<file path="src/sac_cfg.svh">
// constants for the stream attribute and clock stamp framer
`ifndef SAC_CFG_SVH
`define SAC_CFG_SVH
`define SAC_STAMP_W      24
`define SAC_N_ASYNC      24'h008000
`define SAC_FIELD_W      16
`define SAC_SYNC_W       15
`define SAC_STEREO_BAD   2'h2
`define SAC_VBID_FIELD   1
`define SAC_VBID_ILACE   2
`define SAC_ATTR_WORDS   6'h18
`define SAC_SHIFT_MAX    15
`endif

</file>
<file path="src/sac_pkg.sv">
// types for the stream attribute and clock stamp framer
`default_nettype none
package sac_pkg;
    typedef struct packed {
        logic [15:0] h_total;
        logic [15:0] v_total;
        logic [15:0] h_start;
        logic [15:0] v_start;
        logic        h_pol;
        logic [14:0] h_width;
        logic        v_pol;
        logic [14:0] v_width;
        logic [15:0] h_active;
        logic [15:0] v_active;
    } sac_timing_s;
    typedef struct packed {
        logic       interlaced;
        logic       even_total;
        logic [1:0] stereo;
        logic [2:0] depth;
        logic       colorimetry;
        logic       cea_range;
        logic [1:0] format;
        logic       sync_mode;
    } sac_format_s;
    typedef enum logic [3:0] {
        SAC_IDLE  = 4'h1,
        SAC_OPEN  = 4'h2,
        SAC_BODY  = 4'h4,
        SAC_CLOSE = 4'h8
    } sac_state_e;
endpackage
`default_nettype wire

</file>
<file path="src/sac_mcount.sv">
// stream clock edge counter over a window of link cycles
`timescale 1ns/10ps
`default_nettype none
`include "sac_cfg.svh"
module sac_mcount
    import sac_pkg::*;
#(
    parameter int W = 24
) (
    input  wire logic         CLOCK,
    input  wire logic         RST,
    input  wire logic         strm_tick,
    input  wire logic [W-1:0] window,
    output logic [W-1:0]      m_value,
    output logic              m_done
);
    logic [W-1:0] link_cnt;
    logic [W-1:0] strm_cnt;
    logic         last;
    if (W < 8) begin : g_bad_width
        $error("window counter too narrow");
    end
    assign last = (link_cnt == window - {{(W-1){1'b0}}, 1'b1});
    always_ff @(posedge CLOCK or posedge RST) begin
        if (RST) begin
            link_cnt <= '0;
            strm_cnt <= '0;
            m_value  <= '0;
            m_done   <= 1'b0;
        end else begin
            m_done <= last;
            if (last) begin
                link_cnt <= '0;
                strm_cnt <= '0;
                m_value  <= strm_cnt + {{(W-1){1'b0}}, strm_tick};
            end else begin
                link_cnt <= link_cnt + {{(W-1){1'b0}}, 1'b1};
                strm_cnt <= strm_cnt + {{(W-1){1'b0}}, strm_tick};
            end
        end
    end
endmodule
`default_nettype wire

</file>
<file path="src/sac_framer.sv">
// source-side stream attribute framer and video clock stamp generator
//
// Contract
// - M and N are 24-bit values
// - synchronous mode sends fixed M and N
// - asynchronous mode holds N at 8000h
// - M counted over each N-cycle window
// - low M byte sent each line after Vertical_blank_id_byte
// - N and M shifted down together
// - attribute set sent once per frame in blanking
// - totals, starts, actives are 16-bit values
// - sync is polarity bit plus 15-bit width
// - misc zero bit0 marks synchronous clocking
// - misc zero bits 2:1 component format
// - misc zero bit3 range, bit4 colorimetry
// - misc zero bits 7:5 bit depth
// - misc one bit0 even interlaced total
// - misc one stereo code, 10 never sent
// - packet opens with two start symbols
// - Vertical_blank_id_byte bits carry interlace and field
`timescale 1ns/10ps
`default_nettype none
`include "sac_cfg.svh"
module sac_framer
    import sac_pkg::*;
#(
    parameter int SHIFT = 0
) (
    input  wire logic        CLOCK,
    input  wire logic        RST,
    input  wire logic        STRM_TICK,
    input  wire logic [23:0] SYNC_M,
    input  wire logic [23:0] SYNC_N,
    input  wire sac_timing_s TIMING,
    input  wire sac_format_s FORMAT,
    input  wire logic        LINE_BLANK,
    input  wire logic        VBLANK,
    input  wire logic        FIELD_BOTTOM,
    input  wire logic        SEND_ATTR,
    input  wire logic        LINK_READY,
    output logic [7:0]       VBID,
    output logic [7:0]       STAMP_LOW,
    output logic             STAMP_VALID,
    output logic [7:0]       ATTR_BYTE,
    output logic             ATTR_CTRL,
    output logic             ATTR_VALID,
    output logic             ATTR_BUSY,
    output logic [23:0]      M_OUT,
    output logic [23:0]      N_OUT
);
    localparam logic [23:0] N_SHIFTED = `SAC_N_ASYNC >> SHIFT;
    if (SHIFT < 0 || SHIFT > `SAC_SHIFT_MAX) begin : g_bad_shift
        $error("shift out of range");
    end

    sac_state_e   state;
    logic [23:0]  m_meas;
    logic         m_done;
    logic [23:0]  m_cur;
    logic [23:0]  n_cur;
    logic [5:0]   idx;
    logic [7:0]   misc_byte_zero;
    logic [7:0]   misc_byte_one;
    logic [1:0]   stereo_safe;
    logic         sent_frame;
    logic [7:0]   next_byte;
    logic         vblank_d;

    sac_mcount #(.W(`SAC_STAMP_W)) u_count (
        .CLOCK     (CLOCK),
        .RST       (RST),
        .strm_tick (STRM_TICK),
        .window    (N_SHIFTED),
        .m_value   (m_meas),
        .m_done    (m_done)
    );

    // stamps: synchronous fixed, asynchronous N fixed and M measured
    always_ff @(posedge CLOCK or posedge RST) begin
        if (RST) begin
            m_cur <= '0;
            n_cur <= '0;
        end else if (FORMAT.sync_mode) begin
            m_cur <= SYNC_M;
            n_cur <= SYNC_N;
        end else begin
            n_cur <= N_SHIFTED;
            if (m_done) begin
                m_cur <= m_meas;
            end
        end
    end
    assign M_OUT = m_cur;
    assign N_OUT = n_cur;

    assign stereo_safe = (FORMAT.stereo == `SAC_STEREO_BAD) ? 2'h0 : FORMAT.stereo;
    assign misc_byte_zero = {FORMAT.depth, FORMAT.colorimetry, FORMAT.cea_range,
                    FORMAT.format, FORMAT.sync_mode};
    assign misc_byte_one = {5'h00, stereo_safe, FORMAT.interlaced & FORMAT.even_total};

    // per-line blank id and low stamp byte
    always_ff @(posedge CLOCK or posedge RST) begin
        if (RST) begin
            VBID        <= 8'h00;
            STAMP_LOW   <= 8'h00;
            STAMP_VALID <= 1'b0;
        end else begin
            STAMP_VALID <= LINE_BLANK;
            if (LINE_BLANK) begin
                VBID <= {5'h00, FORMAT.interlaced,
                         FORMAT.interlaced & FIELD_BOTTOM, VBLANK};
                STAMP_LOW <= m_cur[7:0];
            end
        end
    end

    // attribute byte sequencer
    always_comb begin
        next_byte = 8'h00;
        case (idx)
            6'h00: next_byte = m_cur[23:16];
            6'h01: next_byte = m_cur[15:8];
            6'h02: next_byte = m_cur[7:0];
            6'h03: next_byte = n_cur[23:16];
            6'h04: next_byte = n_cur[15:8];
            6'h05: next_byte = n_cur[7:0];
            6'h06: next_byte = TIMING.h_total[15:8];
            6'h07: next_byte = TIMING.h_total[7:0];
            6'h08: next_byte = TIMING.v_total[15:8];
            6'h09: next_byte = TIMING.v_total[7:0];
            6'h0A: next_byte = TIMING.h_start[15:8];
            6'h0B: next_byte = TIMING.h_start[7:0];
            6'h0C: next_byte = TIMING.v_start[15:8];
            6'h0D: next_byte = TIMING.v_start[7:0];
            6'h0E: next_byte = {TIMING.h_pol, TIMING.h_width[14:8]};
            6'h0F: next_byte = TIMING.h_width[7:0];
            6'h10: next_byte = {TIMING.v_pol, TIMING.v_width[14:8]};
            6'h11: next_byte = TIMING.v_width[7:0];
            6'h12: next_byte = TIMING.h_active[15:8];
            6'h13: next_byte = TIMING.h_active[7:0];
            6'h14: next_byte = TIMING.v_active[15:8];
            6'h15: next_byte = TIMING.v_active[7:0];
            6'h16: next_byte = misc_byte_zero;
            6'h17: next_byte = misc_byte_one;
            default: next_byte = 8'h00;
        endcase
    end

    always_ff @(posedge CLOCK or posedge RST) begin
        if (RST) begin
            vblank_d <= 1'b0;
        end else begin
            vblank_d <= VBLANK;
        end
    end

    always_ff @(posedge CLOCK or posedge RST) begin
        if (RST) begin
            state      <= SAC_IDLE;
            idx        <= 6'h00;
            sent_frame <= 1'b0;
            ATTR_BYTE  <= 8'h00;
            ATTR_CTRL  <= 1'b0;
            ATTR_VALID <= 1'b0;
        end else begin
            if (VBLANK && !vblank_d) begin
                sent_frame <= 1'b0;
            end
            case (state)
                SAC_IDLE: begin
                    // the closing symbol stands until the sink takes it
                    if (LINK_READY) begin
                        ATTR_VALID <= 1'b0;
                        ATTR_CTRL  <= 1'b0;
                    end
                    if (VBLANK && SEND_ATTR && !sent_frame && LINK_READY) begin
                        state      <= SAC_OPEN;
                        idx        <= 6'h00;
                        ATTR_CTRL  <= 1'b1;
                        ATTR_VALID <= 1'b1;
                        ATTR_BYTE  <= 8'h00;
                    end
                end
                SAC_OPEN: begin
                    if (LINK_READY) begin
                        state <= SAC_BODY;
                    end
                end
                SAC_BODY: begin
                    if (LINK_READY) begin
                        ATTR_CTRL <= 1'b0;
                        ATTR_BYTE <= next_byte;
                        if (idx == `SAC_ATTR_WORDS - 6'h01) begin
                            state <= SAC_CLOSE;
                        end
                        idx <= idx + 6'h01;
                    end
                end
                SAC_CLOSE: begin
                    if (LINK_READY) begin
                        ATTR_CTRL  <= 1'b1;
                        ATTR_BYTE  <= 8'h00;
                        state      <= SAC_IDLE;
                        sent_frame <= 1'b1;
                    end
                end
                default: state <= SAC_IDLE;
            endcase
        end
    end
    assign ATTR_BUSY = (state != SAC_IDLE);

    stamp_follow_a: assert property (@(posedge CLOCK) disable iff (RST)
        LINE_BLANK |=> STAMP_VALID && STAMP_LOW == $past(m_cur[7:0]))
        else $error("low stamp byte not sent");
    n_async_a: assert property (@(posedge CLOCK) disable iff (RST)
        !FORMAT.sync_mode ##1 !FORMAT.sync_mode |-> n_cur == N_SHIFTED)
        else $error("async N not fixed");
    m_capture_a: assert property (@(posedge CLOCK) disable iff (RST)
        m_done && !FORMAT.sync_mode |=> m_cur == $past(m_meas))
        else $error("measured M not captured");
    m_sync_a: assert property (@(posedge CLOCK) disable iff (RST)
        FORMAT.sync_mode |=> m_cur == $past(SYNC_M))
        else $error("sync M not fixed");
    stereo_code_a: assert property (@(posedge CLOCK) disable iff (RST)
        state == SAC_BODY && LINK_READY && idx == 6'h17 |=>
            ATTR_BYTE[2:1] != `SAC_STEREO_BAD && ATTR_BYTE[7:3] == 5'h00)
        else $error("bad misc one");
    misc_map_a: assert property (@(posedge CLOCK) disable iff (RST)
        state == SAC_BODY && LINK_READY && idx == 6'h16 |=>
            ATTR_BYTE[0] == $past(FORMAT.sync_mode) && ATTR_BYTE[7:5] == $past(FORMAT.depth))
        else $error("misc zero map");
    vbid_prog_a: assert property (@(posedge CLOCK) disable iff (RST)
        LINE_BLANK && !FORMAT.interlaced |=> VBID[2:1] == 2'h0)
        else $error("progressive field bits set");
    once_frame_a: assert property (@(posedge CLOCK) disable iff (RST)
        state == SAC_CLOSE && LINK_READY |=> sent_frame && state == SAC_IDLE)
        else $error("frame send not recorded");
    open_two_a: assert property (@(posedge CLOCK) disable iff (RST)
        $rose(ATTR_BUSY) |-> ATTR_CTRL && ATTR_VALID ##1 ATTR_CTRL)
        else $error("packet does not open with start");
    cov_packet_c: cover property (@(posedge CLOCK) disable iff (RST) state == SAC_CLOSE);
    cov_mdone_c: cover property (@(posedge CLOCK) disable iff (RST) m_done);
    cov_line_c: cover property (@(posedge CLOCK) disable iff (RST) STAMP_VALID);
endmodule
`default_nettype wire

</file>
<file path="config.mk">
export PLATFORM = sky130hd
export DESIGN_NAME = sac_framer
export DESIGN_NICKNAME = d
export VERILOG_FILES = /design/src/sac_pkg.sv /design/src/sac_mcount.sv /design/src/sac_framer.sv
export VERILOG_INCLUDE_DIRS = /design/src
export SDC_FILE = /design/constraint.sdc
export NUM_CORES = 1
export LEC_CHECK = 0
export ABC_CLOCK_PERIOD_IN_PS = 6700
export BUFFER_PORTS_ARGS = -buffer_cell sky130_fd_sc_hd__buf_2
export CAP_MARGIN = 30
export CELL_PAD_IN_SITES_DETAIL_PLACEMENT = 1
export CELL_PAD_IN_SITES_GLOBAL_PLACEMENT = 1
export CORE_UTILIZATION = 38
export DETAILED_ROUTE_END_ITERATION = 6
export MAX_ROUTING_LAYER = met4
export PLACE_DENSITY_LB_ADDON = 0.1
export REMOVE_ABC_BUFFERS = 1
export SYNTH_ARGS = -nofsm -noshare
export SYNTH_HDL_FRONTEND = slang
export SYNTH_SLANG_ARGS = --single-unit
</file>
<file path="constraint.sdc">
create_clock -name CLOCK -period 6.7 [get_ports CLOCK]
set_input_delay 1.34 -clock CLOCK [delete_from_list [all_inputs] [get_ports CLOCK]]
set_output_delay 1.34 -clock CLOCK [all_outputs]
set_load 0.01 [all_outputs]
</file>
==> results.md <==
* Die width at 149 µm
* Site row count at 53
* YS warnings at 0
* Initial Util at 38.9%
* First-pass GRT wire length at 45600 µm
* Wire per inst at 22.2 µm
* Later-pin clock latency in the skew report at 430 ps
* Vias in the first global route at 7836
* Gate Count Post-Synth at 844
* CP Capture Type: flip-flop
* Run status: finished, final reports clean
* Multi-input gate area at 0.00397 mm²
* Post-synth EDFFs at 0
* Asr flop ratio synth at 100%
* Post-route cell area at 0.0102 mm²
* Highest clock rate at 310 MHz
* Clk_skew at 13.1 ps
* Vias after detailed routing at 7559
* Inst Count DP at 1335
* Die height at 149 µm
* Final setup violation count at 0
* H-tree levels at 4
* Max-slew headroom at 33.0%
* Post-CTS resize count at 0
* Power per cell area at 256 mW/mm²
* Layout cell share with drive strength beyond 1 at 31.7%
* Met3 WL post-DR at 1550 µm
* Sequential cell area at 0.00388 mm²
* Largest net degree at the start of global routing at 105
* CP Data Required Time at 7060 ps
* First-pass DRT Iterations at 4
* Grt ovf at 0
* Num CTS Buffers at 17
* Crit Path Class: flip-flop to flip-flop
* # DRC at 0
* Final period utilization at 48.1%
* Post-route non-filler standard cell count at 1371
* Gr usage total at 28.5%
* Initial DRC Count at 460
* Setup bufs post-CTS at 0
* Root Buffer: clkbuf_16
* Worst-Margin Slew at 1000 ps
* Hold WC Path Type: flip-flop to flip-flop
* Leakage at 4.77 nW
* # IOs at 272
* Top Metal Used: met4
* Compound-cell area share of the yosys netlist at 15.3%
* Mux share of post-synthesis cell area at 6.03%
* Adder-Cell Fraction of Synth Area at 1.06%
* Total routed wirelength at 30500 µm
* WP data arrival at 3590 ps
* Vias/cell at 5.51
* Max Cap Viol at 0
* Cell variety after synth at 72
* DP HPWL at 22800 µm
* Slew Viols, Final at 0
* Post-synthesis simple-gate area fraction at 20.3%
* Synth Area in XOR/XNOR at 5.21%
* Die ar. at 0.0223 mm²
* Maximum VDD drop at 180 µV
* DRT antenna net count at 0
* Largest family of logic cells by synthesized area: simple AND/OR/NAND/NOR gates
* Final min period at 3230 ps
* Unrepaired setup endpoints after global routing: no
* Startpoint types: flip-flop
* CTS tree: done
* P&R area growth vs syn at 24.3%
* Synth Cell Area at 0.00824 mm²
* NumNets Final at 1283
* TNS Setup at 0 ps
* Routability-driven placement congestion ratio at 0.953
* Fill cell count at 2528
* PortBufs at 266
* CTS hold repair buffers at 0
* Synthesis-stage register bit count at 155
* Final Hold Fails at 0
* Area after DPL at 0.00963 mm²
* Worst-case clock buffer depth at 2
* Met1 Wirelength at 12800 µm
* Wire length on met2 at 15400 µm
* Syn avg cell area at 9.76 µm²
* Seq/Total Area, Yosys at 47.1%
* Sinks on Clock Net at 155
* Initial antenna violation count at 3
* Top_reg_cell synth: dfrtp_1
* Core ar. at 0.0212 mm²
* Clk pin slew, worst setup/hold paths at 70 ps
* Crit path max fanout at 20
-- flip-flops by register name (all words and copies together), names as in the netlist --
name,flops
u_count.strm_cnt,24
idx,6
vblank_d,1
STAMP_LOW,8
u_count.m_value,24
M_OUT,24
sent_frame,1
STAMP_VALID,1
u_count.link_cnt,24
VBID,3
state,4
u_count.m_done,1
ATTR_VALID,1
ATTR_CTRL,1
N_OUT,24
ATTR_BYTE,8
-- area by class of cell --
type / instances / area share, %
Multi-Input combinational cell: 620 / 38.8
Clock buffer: 17 / 4.15
Timing Repair Buffer: 275 / 13.9
Inverter: 11 / 0.452
Antenna cell: 3 / 0.0733
Tap cell: 275 / 3.36
Clock inverter: 15 / 1.48
Sequential cell: 155 / 37.9
-- cell usage in the layout, fill, tap and decap left out, types with 6 or more instances in the layout --
master	count
buf_2	266
dfrtp_1	154
nor2_1	97
nand2_1	76
o21ai_0	38
nand3_1	35
a22oi_1	34
a21oi_1	29
mux2i_1	29
and2_1	27
xnor2_1	26
xor2_1	23
nand4_1	18
mux2_2	17
clkbuf_16	17
a22o_1	14
a32oi_1	14
and3_1	13
inv_1	10
nor3_1	10
nor2b_1	10
nand2b_1	8
inv_6	8
buf_4	8
a31oi_1	7
ha_1	7
nor4_1	6
o41ai_1	6
-- worst max-delay path, cell delays in order, from the launching register on --
cell	delay, ps
dfrtp_1	430
inv_1	120
ha_1	760
or3b_1	590
nor2_1	590
a222oi_1	320
nand4_1	150
o31ai_1	90
nand2_1	90
-- power by group --
group          switching [mW]  internal, mW
logic                   0.335         0.227
registers              0.0810          1.01
clock network           0.464         0.497
-- kinds of logic after synthesis --
kind of cell,count (synthesis)
flip-flops,155
AND/OR/NAND/NOR,332
AO/OA/AOI/OAI,180
buffers and inverters,73
other,1
multiplexers,47
XOR/XNOR,49
adder cells (fa/ha/maj),7
-- Yosys cell counts (all sizes together), types with 2 or more instances --
| master | number | share of area (%) |
|---|---|---|
| and4 | 5 | 0.53 |
| xnor2 | 26 | 2.8 |
| nand3 | 36 | 2.2 |
| a31oi | 7 | 0.53 |
| o31ai | 3 | 0.27 |
| a2bb2oi | 3 | 0.32 |
| or4 | 4 | 0.36 |
| xor2 | 23 | 2.4 |
| and2 | 28 | 2.2 |
| a22o | 14 | 1.5 |
| a21oi | 34 | 2.3 |
| o211ai | 3 | 0.27 |
| buf | 42 | 3.6 |
| a22oi | 34 | 3.1 |
| nor4 | 6 | 0.46 |
| nor3b | 2 | 0.18 |
| nand2b | 8 | 0.61 |
| mux2i | 29 | 3.5 |
| o41ai | 6 | 0.64 |
| o2bb2ai | 2 | 0.21 |
| o22ai | 5 | 0.38 |
| inv | 11 | 0.50 |
| or3b | 3 | 0.32 |
| nor2 | 100 | 4.7 |
| dfrtp | 154 | 47 |
| clkbuf | 20 | 0.96 |
| and3 | 14 | 1.1 |
| a222oi | 2 | 0.24 |
| nor2b | 10 | 0.76 |
| nand4 | 19 | 1.6 |
| nand2 | 76 | 3.5 |
| nor3 | 13 | 0.99 |
| ha | 7 | 1.1 |
| a221oi | 3 | 0.32 |
| a32oi | 14 | 1.5 |
| a221o | 2 | 0.24 |
| o21ai | 38 | 2.3 |
| mux2 | 18 | 2.5 |
-- per-layer routing --
metal  up-vias  GRT usage [%]
li1       3502              -
met4         0           9.69
met2       251           47.2
met3        42           4.59
met5         -              -
met1      3764           35.4
-- metrics by stage --
stage	setup slack [ps]	power [mW]	hold WS [ps]	util [%]
2_1_floorplan	1180	1.40	433	-
3_3_place_gp	3620	1.66	447	45.5
3_5_place_dp	3560	1.67	458	45.5
4_1_cts	3490	2.63	471	48.3
5_1_grt	3380	2.73	495	48.4
6_report	3470	2.62	466	48.4
-- final timing paths --
kind                                                from  slack, ps                              to  cells past startpoint
max                                   idx[1]$_DFFE_PP0P_       3470        ATTR_BYTE[4]$_DFFE_PP0P_                      8
min in group asynchronous                            RST        800  u_count.m_value[0]$_DFFE_PP0P_                      2
min                        u_count.link_cnt[8]$_DFF_PP0_        470   u_count.link_cnt[8]$_DFF_PP0_                      1
max reg2reg                           idx[1]$_DFFE_PP0P_       3470        ATTR_BYTE[4]$_DFFE_PP0P_                      8
min reg2reg                u_count.link_cnt[8]$_DFF_PP0_        470   u_count.link_cnt[8]$_DFF_PP0_                      1
max in group asynchronous                            RST       4450  u_count.strm_cnt[21]$_DFF_PP0_                      4
Note: power is estimated with default switching activity, not from simulation.
